===== config.mk =====
export PLATFORM = sky130hd
export DESIGN_NAME = ucp_uart
export DESIGN_NICKNAME = d
export VERILOG_FILES = /design/src/verilog/ucp_pkg.sv /design/src/verilog/ucp_uart.sv
export SDC_FILE = /design/constraint.sdc
export NUM_CORES = 1
export LEC_CHECK = 0
export ABC_AREA = 1
export BUFFER_PORTS_ARGS = -buffer_cell sky130_fd_sc_hd__buf_2
export CAP_MARGIN = 5
export CORE_MARGIN = 3
export CORE_UTILIZATION = 40
export DETAILED_ROUTE_END_ITERATION = 7
export GPL_TIMING_DRIVEN = 0
export SYNTH_ARGS = -nofsm -noshare
export SYNTH_HDL_FRONTEND = slang
export SYNTH_SLANG_ARGS = --single-unit

===== constraint.sdc =====
create_clock -name aclk -period 4.33 [get_ports aclk]
set_input_delay 0.433 -clock aclk [delete_from_list [all_inputs] [get_ports aclk]]
set_output_delay 0.433 -clock aclk [all_outputs]
set_load 0.02 [all_outputs]

===== src/verilog/ucp_pkg.sv =====
// Purpose: constants for the serial primary control block
// Assumes: AXI4-Lite register access, 40 MHz aclk
// Notes: register byte address is four times the register index
package ucp_pkg;
    localparam logic [11:0] CTL_IDX = 12'hf42;
    localparam logic [11:0] TXD_IDX = 12'hf40;
    localparam logic [11:0] STAT_IDX = 12'hf41;
    localparam logic [11:0] RXD_IDX = 12'hf43;
    localparam logic [7:0] CTL_RESET = 8'h00;
    localparam int TX_ON_BIT = 7;
    localparam int RX_ON_BIT = 6;
    localparam int CTS_GATE_BIT = 5;
    localparam int PARITY_BIT = 4;
    localparam int PAR_ODD_BIT = 3;
    localparam int BREAK_BIT = 2;
    localparam int STOP_TWO_BIT = 1;
    localparam int LOOP_BIT = 0;
    localparam int CLK_HZ = 40000000;
    localparam int BAUD_HZ = 115200;
    localparam int BIT_CYCLES = CLK_HZ / BAUD_HZ;
    localparam logic [15:0] BIT_LAST = 16'(BIT_CYCLES - 1);
    localparam logic [15:0] HALF_LAST = 16'(BIT_CYCLES / 2 - 1);
    localparam int FIFO_WIDTH = 8;
    localparam int FIFO_DEPTH = 16;
    localparam logic [1:0] RESP_OKAY = 2'h0;
    localparam logic [1:0] RESP_SLVERR = 2'h2;
    typedef enum logic [6:0] {
        UCP_TX_IDLE = 7'h01, UCP_TX_START = 7'h02, UCP_TX_DATA = 7'h04,
        UCP_TX_EXTRA = 7'h08, UCP_TX_STOP = 7'h10, UCP_TX_BRK = 7'h20,
        UCP_TX_BSTOP = 7'h40
    } ucp_tx_t;
    typedef enum logic [3:0] {
        UCP_RX_IDLE = 4'h1, UCP_RX_START = 4'h2, UCP_RX_BITS = 4'h4, UCP_RX_STOP = 4'h8
    } ucp_rx_t;
endpackage : ucp_pkg


===== src/verilog/ucp_uart.sv =====
// Purpose: serial unit under the primary control register, with transmit FIFO
// Assumes: inputs synchronous to aclk, fixed bit rate from the package
// Notes: status and data registers sit beside the control register
//
// Decided for this implementation: the AXI4-Lite register port.
`timescale 1ns/1ps
`default_nettype none

module ucp_fifo #(
    parameter int WIDTH = 8,
    parameter int DEPTH = 16
) (
    input wire logic aclk,
    input wire logic aresetn,
    input wire logic [WIDTH-1:0] in_data,
    input wire logic in_valid,
    output logic in_ready,
    output logic [WIDTH-1:0] out_data,
    output logic out_valid,
    input wire logic out_ready
);
    localparam int AW = $clog2(DEPTH);
    logic [WIDTH-1:0] mem [DEPTH];
    logic [AW:0] wr_ptr_reg;
    logic [AW:0] rd_ptr_reg;
    wire push = in_valid && in_ready;
    wire pop = out_valid && out_ready;
    assign in_ready = (wr_ptr_reg - rd_ptr_reg) != (AW+1)'(DEPTH);
    assign out_valid = wr_ptr_reg != rd_ptr_reg;
    assign out_data = mem[rd_ptr_reg[AW-1:0]];
    always_ff @(posedge aclk) begin
        if (push) begin
            mem[wr_ptr_reg[AW-1:0]] <= in_data;
        end
    end
    always_ff @(posedge aclk) begin
        if (!aresetn) begin
            wr_ptr_reg <= '0;
            rd_ptr_reg <= '0;
        end else begin
            wr_ptr_reg <= wr_ptr_reg + (AW+1)'(push);
            rd_ptr_reg <= rd_ptr_reg + (AW+1)'(pop);
        end
    end
endmodule : ucp_fifo

////////////////////////////////////////////////////////////////////////////////

module ucp_uart (
    input wire logic aclk,
    input wire logic aresetn,
    input wire logic [31:0] s_axi_awaddr,
    input wire logic s_axi_awvalid,
    output logic s_axi_awready,
    input wire logic [31:0] s_axi_wdata,
    input wire logic [3:0] s_axi_wstrb,
    input wire logic s_axi_wvalid,
    output logic s_axi_wready,
    output logic [1:0] s_axi_bresp,
    output logic s_axi_bvalid,
    input wire logic s_axi_bready,
    input wire logic [31:0] s_axi_araddr,
    input wire logic s_axi_arvalid,
    output logic s_axi_arready,
    output logic [31:0] s_axi_rdata,
    output logic [1:0] s_axi_rresp,
    output logic s_axi_rvalid,
    input wire logic s_axi_rready,
    input wire logic cts_n,
    input wire logic rxd,
    input wire logic lin_mode_on,
    input wire logic nine_bit_mode_on,
    input wire logic nine_bit_value,
    input wire logic [3:0] tx_break_duration,
    output logic txd,
    output logic tx_shift_idle
);
    logic awready_reg, wready_reg, bvalid_reg, arready_reg, rvalid_reg;
    logic aw_hold_reg, w_hold_reg;
    logic [13:0] aw_addr_reg;
    logic [7:0] w_data_reg;
    logic w_strb_reg;
    logic [1:0] bresp_reg, rresp_reg;
    logic [31:0] rdata_reg;
    logic [7:0] ctl_reg, rx_byte_reg, tx_byte_reg;
    logic rx_full_reg, rx_par_err_reg, rx_frame_err_reg, rx_ninth_reg;
    logic txd_int_reg, txd_reg, idle_reg, break_clr;
    logic tx_extra_reg, tx_ninth_reg;
    logic [15:0] tx_tmr_reg, rx_tmr_reg;
    logic [3:0] tx_idx_reg, rx_idx_reg;
    logic [8:0] rx_sh_reg;
    ucp_pkg::ucp_tx_t tx_state_reg;
    ucp_pkg::ucp_rx_t rx_state_reg;
    logic fifo_in_ready, fifo_out_valid, fifo_pop;
    logic [7:0] fifo_out_data;

    assign s_axi_awready = awready_reg;
    assign s_axi_wready = wready_reg;
    assign s_axi_bvalid = bvalid_reg;
    assign s_axi_bresp = bresp_reg;
    assign s_axi_arready = arready_reg;
    assign s_axi_rvalid = rvalid_reg;
    assign s_axi_rresp = rresp_reg;
    assign s_axi_rdata = rdata_reg;
    assign txd = txd_reg;
    assign tx_shift_idle = idle_reg;

    ////////////////////////////////////////////////////////////////////////////
    // Register decode
    wire tx_on = ctl_reg[ucp_pkg::TX_ON_BIT];
    wire rx_on = ctl_reg[ucp_pkg::RX_ON_BIT];
    wire cts_gate_on = ctl_reg[ucp_pkg::CTS_GATE_BIT];
    wire parity_on = ctl_reg[ucp_pkg::PARITY_BIT];
    wire parity_odd = ctl_reg[ucp_pkg::PAR_ODD_BIT];
    wire break_send = ctl_reg[ucp_pkg::BREAK_BIT];
    wire stop_two = ctl_reg[ucp_pkg::STOP_TWO_BIT];
    wire loopback_on = ctl_reg[ucp_pkg::LOOP_BIT];
    wire parity_eff = parity_on && !nine_bit_mode_on;
    wire extra_on = parity_eff || nine_bit_mode_on;
    wire tx_go = tx_on && (!cts_gate_on || !cts_n);
    wire rx_in = loopback_on ? txd_int_reg : rxd;
    wire [11:0] w_idx = aw_addr_reg[13:2];
    wire w_ctl = w_idx == ucp_pkg::CTL_IDX;
    wire w_txd = w_idx == ucp_pkg::TXD_IDX;
    wire w_ok = w_ctl || w_txd;
    // Writes to the data register wait while the FIFO is full
    wire do_write = aw_hold_reg && w_hold_reg && !bvalid_reg && (!w_txd || fifo_in_ready);
    wire wr_ctl = do_write && w_ctl && w_strb_reg;
    wire push_txd = do_write && w_txd && w_strb_reg;
    wire [11:0] r_idx = s_axi_araddr[13:2];
    wire r_hit = s_axi_araddr[31:14] == 18'h00000;
    wire rd_go = s_axi_arvalid && arready_reg;
    wire rd_rxd = rd_go && r_hit && r_idx == ucp_pkg::RXD_IDX;
    wire [7:0] stat_val = {3'h0, rx_ninth_reg, rx_frame_err_reg, rx_par_err_reg,
                           rx_full_reg, idle_reg};
    wire [7:0] rd_val = (r_idx == ucp_pkg::CTL_IDX) ? ctl_reg :
                        (r_idx == ucp_pkg::STAT_IDX) ? stat_val :
                        (r_idx == ucp_pkg::RXD_IDX) ? rx_byte_reg : 8'h00;
    wire rd_ok = r_hit && (r_idx == ucp_pkg::CTL_IDX || r_idx == ucp_pkg::STAT_IDX ||
                 r_idx == ucp_pkg::RXD_IDX || r_idx == ucp_pkg::TXD_IDX);

    ////////////////////////////////////////////////////////////////////////////
    // AXI4-Lite slave
    always_ff @(posedge aclk) begin
        if (!aresetn) begin
            awready_reg <= 1'b1;
            wready_reg <= 1'b1;
            aw_hold_reg <= 1'b0;
            w_hold_reg <= 1'b0;
            aw_addr_reg <= '0;
            w_data_reg <= 8'h00;
            w_strb_reg <= 1'b0;
            bvalid_reg <= 1'b0;
            bresp_reg <= ucp_pkg::RESP_OKAY;
        end else begin
            if (s_axi_awvalid && awready_reg) begin
                aw_hold_reg <= 1'b1;
                awready_reg <= 1'b0;
                aw_addr_reg <= s_axi_awaddr[13:0];
                if (s_axi_awaddr[31:14] != 18'h00000) begin
                    aw_addr_reg <= 14'h0000;
                end
            end
            if (s_axi_wvalid && wready_reg) begin
                w_hold_reg <= 1'b1;
                wready_reg <= 1'b0;
                w_data_reg <= s_axi_wdata[7:0];
                w_strb_reg <= s_axi_wstrb[0];
            end
            if (do_write) begin
                aw_hold_reg <= 1'b0;
                w_hold_reg <= 1'b0;
                bvalid_reg <= 1'b1;
                bresp_reg <= w_ok ? ucp_pkg::RESP_OKAY : ucp_pkg::RESP_SLVERR;
            end
            if (bvalid_reg && s_axi_bready) begin
                bvalid_reg <= 1'b0;
                awready_reg <= 1'b1;
                wready_reg <= 1'b1;
            end
        end
    end

    always_ff @(posedge aclk) begin
        if (!aresetn) begin
            arready_reg <= 1'b1;
            rvalid_reg <= 1'b0;
            rdata_reg <= 32'h00000000;
            rresp_reg <= ucp_pkg::RESP_OKAY;
        end else if (rd_go) begin
            arready_reg <= 1'b0;
            rvalid_reg <= 1'b1;
            rdata_reg <= {24'h000000, rd_val};
            rresp_reg <= rd_ok ? ucp_pkg::RESP_OKAY : ucp_pkg::RESP_SLVERR;
        end else if (rvalid_reg && s_axi_rready) begin
            rvalid_reg <= 1'b0;
            arready_reg <= 1'b1;
        end
    end

    // Software write wins over the hardware clear of break_send
    always_ff @(posedge aclk) begin
        if (!aresetn) begin
            ctl_reg <= ucp_pkg::CTL_RESET;
        end else if (wr_ctl) begin
            ctl_reg <= w_data_reg;
        end else if (break_clr) begin
            ctl_reg[ucp_pkg::BREAK_BIT] <= 1'b0;
        end
    end

    ucp_fifo #(.WIDTH(ucp_pkg::FIFO_WIDTH), .DEPTH(ucp_pkg::FIFO_DEPTH)) u_fifo (
        .aclk(aclk),
        .aresetn(aresetn),
        .in_data(w_data_reg),
        .in_valid(push_txd),
        .in_ready(fifo_in_ready),
        .out_data(fifo_out_data),
        .out_valid(fifo_out_valid),
        .out_ready(fifo_pop)
    );

    ////////////////////////////////////////////////////////////////////////////
    // Transmitter
    wire tx_tick = tx_tmr_reg == 16'h0000;
    wire tx_load = tx_state_reg == ucp_pkg::UCP_TX_IDLE && !break_send && fifo_out_valid && tx_go;
    assign fifo_pop = tx_load;
    assign break_clr = tx_state_reg == ucp_pkg::UCP_TX_BRK && lin_mode_on && tx_tick &&
                       tx_idx_reg >= tx_break_duration;
    wire [3:0] stop_last = stop_two ? 4'h1 : 4'h0;

    always_ff @(posedge aclk) begin
        if (!aresetn) begin
            tx_state_reg <= ucp_pkg::UCP_TX_IDLE;
            tx_tmr_reg <= 16'h0000;
            tx_idx_reg <= 4'h0;
            tx_byte_reg <= 8'h00;
            tx_extra_reg <= 1'b0;
            tx_ninth_reg <= 1'b0;
            txd_int_reg <= 1'b1;
        end else begin
            tx_tmr_reg <= tx_tick ? ucp_pkg::BIT_LAST : tx_tmr_reg - 16'h0001;
            case (tx_state_reg)
                ucp_pkg::UCP_TX_IDLE: begin
                    txd_int_reg <= 1'b1;
                    if (tx_load) begin
                        tx_byte_reg <= fifo_out_data;
                        tx_extra_reg <= extra_on;
                        // parity or ninth bit fixed at load
                        tx_ninth_reg <= nine_bit_mode_on ? nine_bit_value :
                                        (^fifo_out_data) ^ parity_odd;
                        tx_tmr_reg <= ucp_pkg::BIT_LAST;
                        tx_state_reg <= ucp_pkg::UCP_TX_START;
                        txd_int_reg <= 1'b0;
                    end
                end
                ucp_pkg::UCP_TX_START: if (tx_tick) begin
                    tx_state_reg <= ucp_pkg::UCP_TX_DATA;
                    tx_idx_reg <= 4'h0;
                    txd_int_reg <= tx_byte_reg[0];
                end
                ucp_pkg::UCP_TX_DATA: if (tx_tick) begin
                    tx_idx_reg <= tx_idx_reg + 4'h1;
                    txd_int_reg <= tx_byte_reg[3'(tx_idx_reg + 4'h1)];
                    if (tx_idx_reg == 4'h7) begin
                        tx_idx_reg <= 4'h0;
                        tx_state_reg <= tx_extra_reg ? ucp_pkg::UCP_TX_EXTRA
                                                     : ucp_pkg::UCP_TX_STOP;
                        txd_int_reg <= tx_extra_reg ? tx_ninth_reg : 1'b1;
                    end
                end
                ucp_pkg::UCP_TX_EXTRA: if (tx_tick) begin
                    tx_state_reg <= ucp_pkg::UCP_TX_STOP;
                    txd_int_reg <= 1'b1;
                end
                ucp_pkg::UCP_TX_STOP, ucp_pkg::UCP_TX_BSTOP: if (tx_tick) begin
                    tx_idx_reg <= tx_idx_reg + 4'h1;
                    if (tx_idx_reg >= stop_last) begin
                        tx_state_reg <= ucp_pkg::UCP_TX_IDLE;
                    end
                end
                ucp_pkg::UCP_TX_BRK: begin
                    txd_int_reg <= 1'b0;
                    if (tx_tick) begin
                        tx_idx_reg <= tx_idx_reg + 4'h1;
                    end
                    if (break_clr) begin
                        tx_state_reg <= ucp_pkg::UCP_TX_BSTOP;
                        tx_idx_reg <= 4'h0;
                        txd_int_reg <= 1'b1;
                    end else if (!lin_mode_on && !break_send) begin
                        tx_state_reg <= ucp_pkg::UCP_TX_IDLE;
                        txd_int_reg <= 1'b1;
                    end
                end
                default: tx_state_reg <= ucp_pkg::UCP_TX_IDLE;
            endcase
            // A new break cuts off whatever character is on the wire
            if (break_send && !break_clr && tx_state_reg != ucp_pkg::UCP_TX_BRK &&
                tx_state_reg != ucp_pkg::UCP_TX_BSTOP) begin
                tx_state_reg <= ucp_pkg::UCP_TX_BRK;
                tx_tmr_reg <= ucp_pkg::BIT_LAST;
                tx_idx_reg <= 4'h0;
                txd_int_reg <= 1'b0;
            end
        end
    end

    // Line is parked high during loopback so the peer sees no traffic
    always_ff @(posedge aclk) begin
        if (!aresetn) begin
            txd_reg <= 1'b1;
            idle_reg <= 1'b1;
        end else begin
            txd_reg <= loopback_on ? 1'b1 : txd_int_reg;
            idle_reg <= tx_state_reg == ucp_pkg::UCP_TX_IDLE;
        end
    end

    ////////////////////////////////////////////////////////////////////////////
    // Receiver: samples mid-bit, no noise filter
    wire rx_tick = rx_tmr_reg == 16'h0000;
    wire [3:0] rx_last = extra_on ? 4'h8 : 4'h7;
    wire rx_done = rx_state_reg == ucp_pkg::UCP_RX_STOP && rx_tick;
    always_ff @(posedge aclk) begin
        if (!aresetn) begin
            rx_state_reg <= ucp_pkg::UCP_RX_IDLE;
            rx_tmr_reg <= 16'h0000;
            rx_idx_reg <= 4'h0;
            rx_sh_reg <= 9'h000;
        end else begin
            rx_tmr_reg <= rx_tick ? ucp_pkg::BIT_LAST : rx_tmr_reg - 16'h0001;
            case (rx_state_reg)
                ucp_pkg::UCP_RX_IDLE: if (rx_on && !rx_in) begin
                    rx_state_reg <= ucp_pkg::UCP_RX_START;
                    rx_tmr_reg <= ucp_pkg::HALF_LAST;
                end
                ucp_pkg::UCP_RX_START: if (rx_tick) begin
                    rx_idx_reg <= 4'h0;
                    rx_state_reg <= rx_in ? ucp_pkg::UCP_RX_IDLE : ucp_pkg::UCP_RX_BITS;
                end
                ucp_pkg::UCP_RX_BITS: if (rx_tick) begin
                    rx_sh_reg[rx_idx_reg] <= rx_in;
                    rx_idx_reg <= rx_idx_reg + 4'h1;
                    if (rx_idx_reg == rx_last) begin
                        rx_state_reg <= ucp_pkg::UCP_RX_STOP;
                    end
                end
                ucp_pkg::UCP_RX_STOP: if (rx_tick) begin
                    rx_state_reg <= ucp_pkg::UCP_RX_IDLE;
                end
                default: rx_state_reg <= ucp_pkg::UCP_RX_IDLE;
            endcase
            if (!rx_on) begin
                rx_state_reg <= ucp_pkg::UCP_RX_IDLE;
            end
        end
    end

    // Flags set on a completed character; a same-cycle data read loses
    always_ff @(posedge aclk) begin
        if (!aresetn) begin
            rx_byte_reg <= 8'h00;
            rx_full_reg <= 1'b0;
            rx_par_err_reg <= 1'b0;
            rx_frame_err_reg <= 1'b0;
            rx_ninth_reg <= 1'b0;
        end else if (rx_done) begin
            rx_byte_reg <= rx_sh_reg[7:0];
            rx_full_reg <= 1'b1;
            rx_frame_err_reg <= !rx_in;
            rx_ninth_reg <= nine_bit_mode_on && rx_sh_reg[8];
            rx_par_err_reg <= parity_eff &&
                              ((^rx_sh_reg[7:0]) ^ parity_odd) != rx_sh_reg[8];
        end else if (rd_rxd) begin
            rx_full_reg <= 1'b0;
            rx_par_err_reg <= 1'b0;
            rx_frame_err_reg <= 1'b0;
        end
    end
endmodule : ucp_uart

`default_nettype wire


# Yosys cells after proc, flatten, opt, wreduce, memory -nomap -nowiden
# Memory sizes are Yosys's and may differ from the RTL's. A register that Yosys moved wholly into a read port is not among the register bits.
# Cells that the tools add are included.
# classes
add_sub_neg,7
magnitude_cmp,5
n_eq_ne,45
muxes,73
bitwise,3
reduce_logical,76
# ops
cell,n
16-bit two-way mux,6
"12-bit == test, second input constant",6
7-bit two-way mux,9
4-bit two-way mux,14
7-bit one-hot mux with 6 select lines,1
1-bit logical AND,34
16-bit zero test,2
4-bit one-hot mux with 4 select lines,2
"16-bit by 1-bit subtractor with 16-bit output, second input constant",2
1-bit two-way mux,26
8-bit two-way mux,3
"2-bit != test, second input constant",11
18-bit zero test,1
"3-bit != test, second input constant",6
18-bit nonzero test,1
8-bit AND reduction,2
8-bit parity,2
14-bit two-way mux,1
5-bit by 1-bit adder with 5-bit output,2
2-bit OR reduction,5
9-bit bitwise mux,1
1-bit zero test,9
9-bit two-way mux,1
"4-bit by 1-bit adder with 4-bit output, second input constant",2
44 further kinds,60
# word_totals
register_bits,145
ram_bits,128
out_inout_bits,43
elab_cells,247
n_memories,1
# memory_table
memory,depth,word_bits,read_ports,rd_ports_with_merged_regs,write_ports,line,text
u_fifo.mem,16,8,1,1,1,ucp_uart.sv:23,logic [WIDTH-1:0] mem [DEPTH];

# Longest topological paths before layout
# logic_depth
depth_word,10
depth_mapped,21
ltp_nobuf,19

# Modules after synthesis
# From an unflattened synthesis, not the netlist that was laid out.
# unflattened
cells_unflattened,1495
area_unflattened_um2,12774.8
# by_module_without_submodules
mod,instances,cells_per_inst,area_per_inst_um2,seq_area_each_um2
ucp_uart,1,998,6957.9,2622.5
ucp_fifo,1,497,5816.8,4043.9

# Worst setup path after synthesis
# No wires, ideal clock.
# synth_timing
path_type,register -> register
startpoint,reg u_fifo.rd_ptr_reg[1]
endpoint,"mem u_fifo.mem[0][0], enable pin"
setup_time_ps,370
arrival_ps,2219
t_required_ps,3960
setup_slack_ps,1740
path_stages_with_launch,15
path_buffers,2
period_less_slack_ps,2590
cell_sequence,dfxtp_1 > buf_2 > inv_1 > buf_2 > ha_1 > inv_1 > o21bai_1 > a21oi_1 > xor2_1 > inv_1 > nand4_1 > nand2_1 > nor2_1 > nand2_1 > nor2_1
# synth_between
elab_chain_len,9
# synth_rtl
item,line,text
"start, declared",ucp_uart.sv:25,logic [AW:0] rd_ptr_reg;
"start signal, assigned",ucp_uart.sv:42,rd_ptr_reg <= rd_ptr_reg + (AW+1)'(pop);
5-bit subtractor *,ucp_uart.sv:28,assign in_ready = (wr_ptr_reg - rd_ptr_reg) != (AW+1)'(DEPTH);
5-bit != test *,ucp_uart.sv:28,
1-bit logical OR,ucp_uart.sv:127,wire do_write = aw_hold_reg && w_hold_reg && !bvalid_reg && (!w_txd || fifo_in_ready);
1-bit logical AND,ucp_uart.sv:127,
1-bit logical AND (2 in a row),ucp_uart.sv:129,wire push_txd = do_write && w_txd && w_strb_reg;
1-bit logical AND *,ucp_uart.sv:26,wire push = in_valid && in_ready;
1-bit two-way mux *,ucp_uart.sv:32,if (push) begin
1-bit two-way mux (implied by the code) *,ucp_uart.sv:33,mem[wr_ptr_reg[AW-1:0]] <= in_data;
"end, declared",ucp_uart.sv:23,
# Every way passes the cells marked *; elsewhere a longest branch is shown, timed or not.

# Final worst setup path
# layout_timing
startpoint,reg u_fifo.rd_ptr_reg[1]
endpoint,"mem u_fifo.mem[7][6], enable pin"
# Same word-level chain as after synthesis.

==> impl_metrics.toml <==
[status]
status = "finished clean"

[drt]
routedWlPerCell_um = 15.60
antenna_left = 0
wl_met3_mm = 2.058
vias_per_cell = 4.934
drt-met1-wl_mm = 14.80
wirelength_mm = 32.74
topRoutingLayerUsed = "met4"
num_vias = 10356
dr.first_iter.drc_count = 703
dr.pass1.iters = 6
wl_met2_mm = 15.09
post-route-drc-count = 0

[cells_and_area]
synthToLayoutAreaGrowth_pct = 16.23
final_util = 0.4766
multiInputGateArea_um2 = 4891
fin_cells = 2099
largest_register_ffs = 128
drive_above_1_share = 0.1286
nFillCells = 2951
regArea_um2 = 6666
finalNetCount = 1818
diodes = 0

[clock_network]
post_cts_resized = 0
holdBufCountCts = 0
clk_latency_ns = 0.56
h-tree-depth = 1
post_cts_buffers = 0
cts_buffers = 29
cts_sinks = 269
path_clk_slew_ns = 0.06
cts_buffer_depth = 3
root_buffer = "clkbuf_16"
cts_tree = "built"

[pwr]
power.density_nw_per_um2 = 453.9
combPwrFrac = 0.175
clkPwrFrac = 0.375
p_int_uw = 4772
seqPwrFrac = 0.451
p_total_uw = 6687
p_leak_uw = 0.006455
swShare = 0.2863
ir_drop_mv = 0.3593
power_switching_uw = 1914

[place]
dp.cells = 2046
gp_congestion = 0.8984
dp_hpwl_mm = 23.26
port-buffer-count = 100

[logic_synthesis]
synth_top_area_share = 0.3033
ys_ff_latch = 269
ys_warn_count = 0
postSynth.asyncResetShare = 0
ys_types = 48
synth.most_common_cell = "nand2_1"
syn_area_per_cell_um2 = 8.311
synth_top_cell_by_area = "edfxtp_1"
netlist_instances = 1525
synth-edff-count = 128
synth_area_leaders = "edfxtp_1, dfxtp_1, nand2_1"
synth_area_um2 = 12670
synthTopCellsByCount = "nand2_1, inv_1, nor2_1"
seq_area_frac_synth = 0.5260
yosys_most_used_dff = "dfxtp_1"

[worst_hold_path]
min-delay-start = "s_axi_awaddr[10]"
hold_class = "in2reg"

[timing]
min_period_over_period = 0.8193
tightest_slew_ns = 0.9656
fin_skew_ns = 0.01733
fin_crit_ns = 3.548
setup_viol = 0
max_slew_margin = 0.3554
report.final.hold_viol_count = 0
fmax_mhz = 281.9
hold-worst-slack_ns = 0.1154
slew_violations = 0
setup_tns_ns = 0
rsz0062_at_grt = "no"

[grt]
antenna_found_initial = 0
grt_start_max_net_pins = 19
grt_pass1_wl_mm = 52.45
grt_pass1_vias = 10031
groute.usage.overall = 0.1927
grt-ovfl-total = 0

[worst_setup_path]
cp.required_ns = 4.51
r2r-start = "u_fifo.rd_ptr_reg[1]"
slowest_delay_ns = 0.70
path_class = "reg2reg"
critPathMaxFanout = 10
cp-startpoint = "u_fifo.rd_ptr_reg[1]"
path_cells = "buf_2 > inv_1 > buf_2 > ha_1 > inv_1 > o21bai_1 > a21oi_1 > xor2_1 > inv_1 > nand4_1 > nand2_1 > nor2_1 > nand2_1 > nor2_1"
worstSetupEndpointType = "flop"
worst_ep_arrival_time_ns = 3.72
cp-start-kind = "flop"
r2r_setup_slack_ns = 0.78
cpMostUsedCell = "inv_1"
slowest_stage = "nor2_1"

[floorplanning]
die_area_um2 = 33860
core-area_um2 = 30910
die-width_um = 184.0
io-pin-count = 159
rows = 64
die_h_um = 184.0
start_util = 0.4101

[flow_run]
drv_cap = 0
[metal layers]
metal,vias to the layer above,GRT usage
met5,-,0
met4,0,0.05836
met3,53,0.03027
met2,323,0.3227
met1,4732,0.2586
li1,5248,-
[worst paths after layout]
kind	endpoint	depth (start not counted)
worst max-delay path	u_fifo.mem[7][6]	14
worst max register to register	u_fifo.mem[7][6]	14
worst min register to register	rx_tmr_reg[0]	1
worst min-delay path	aw_addr_reg[10]	3
[cell usage in the layout (no fill, tap or decap), types with 4 or more instances in the layout]
cell / netlist / layout
a211oi_1: 22 / 22
a21oi_1: 85 / 85
a311oi_1: 5 / 5
buf_1: 6 / 6
buf_2: 14 / 114
buf_4: 31 / 31
clkbuf_1: 20 / 25
clkbuf_16: 0 / 30
clkinv_1: 3 / 8
conb_1: 1 / 26
dfxtp_1: 141 / 141
edfxtp_1: 128 / 128
ha_1: 21 / 21
inv_1: 207 / 207
nand2_1: 326 / 326
nand3_1: 81 / 81
nand4_1: 14 / 14
nor2_1: 195 / 195
nor2_2: 13 / 13
nor3_1: 28 / 28
nor4_1: 11 / 11
o211ai_1: 7 / 7
o21ai_0: 79 / 79
o221ai_1: 5 / 5
o22ai_1: 4 / 4
xnor2_1: 17 / 17
xor2_1: 24 / 24
[kinds of logic (layout without fill, tap and decap cells)]
kind of cell / count (synthesis) / count (layout) / share of synthesized area
AO/OA/AOI/OAI: 221 / 221 / 0.09891
XOR/XNOR: 41 / 41 / 0.02833
adder cells (fa/ha/maj): 21 / 21 / 0.02073
buffers and inverters: 285 / 438 / 0.09556
flip-flops: 269 / 269 / 0.5260
other: 1 / 26 / 0.0002959
AND/OR/NAND/NOR: 687 / 687 / 0.2302
[cell type report]
class | count | share of cell area
buffer | 72 | 0.02794
clock buffer | 38 | 0.05444
clock inverter | 15 | 0.01121
inverter | 213 | 0.05427
multi-input combinational | 996 | 0.3320
sequential | 269 | 0.4525
tap | 396 | 0.03363
timing repair buffer | 100 | 0.03397
[power groups by stage]
stage | registers (uW) | clock network (uW) | logic [uW]
after floorplan | 3030 | 0 | 908
after global routing | 3030 | 2660 | 1360
after detailed placement | 3070 | 0 | 1170
after CTS | 3010 | 2540 | 1180
after global placement | 3060 | 0 | 1150
final | 3010 | 2500 | 1170
[critical path, delay by kind of cell, from the launching register on]
family,cells,cell delay (ns)
compound gates,2,0.27
xor+xnor,1,0.16
fa+ha+maj,1,0.30
buf+inv,5,0.86
flops,1,0.31
simple gates,5,1.26
[per-stage QoR]
step | setup slack [ns] | area (um2)
final | 0.7825 | 14730
after global routing | 0.5597 | 14730
after CTS | 0.7916 | 14730
after detailed placement | 0.8235 | 13760
after global placement | 0.9243 | 13760
after floorplan | 1.740 | 12770
No activity file was read; power rests on OpenSTA's default activity.
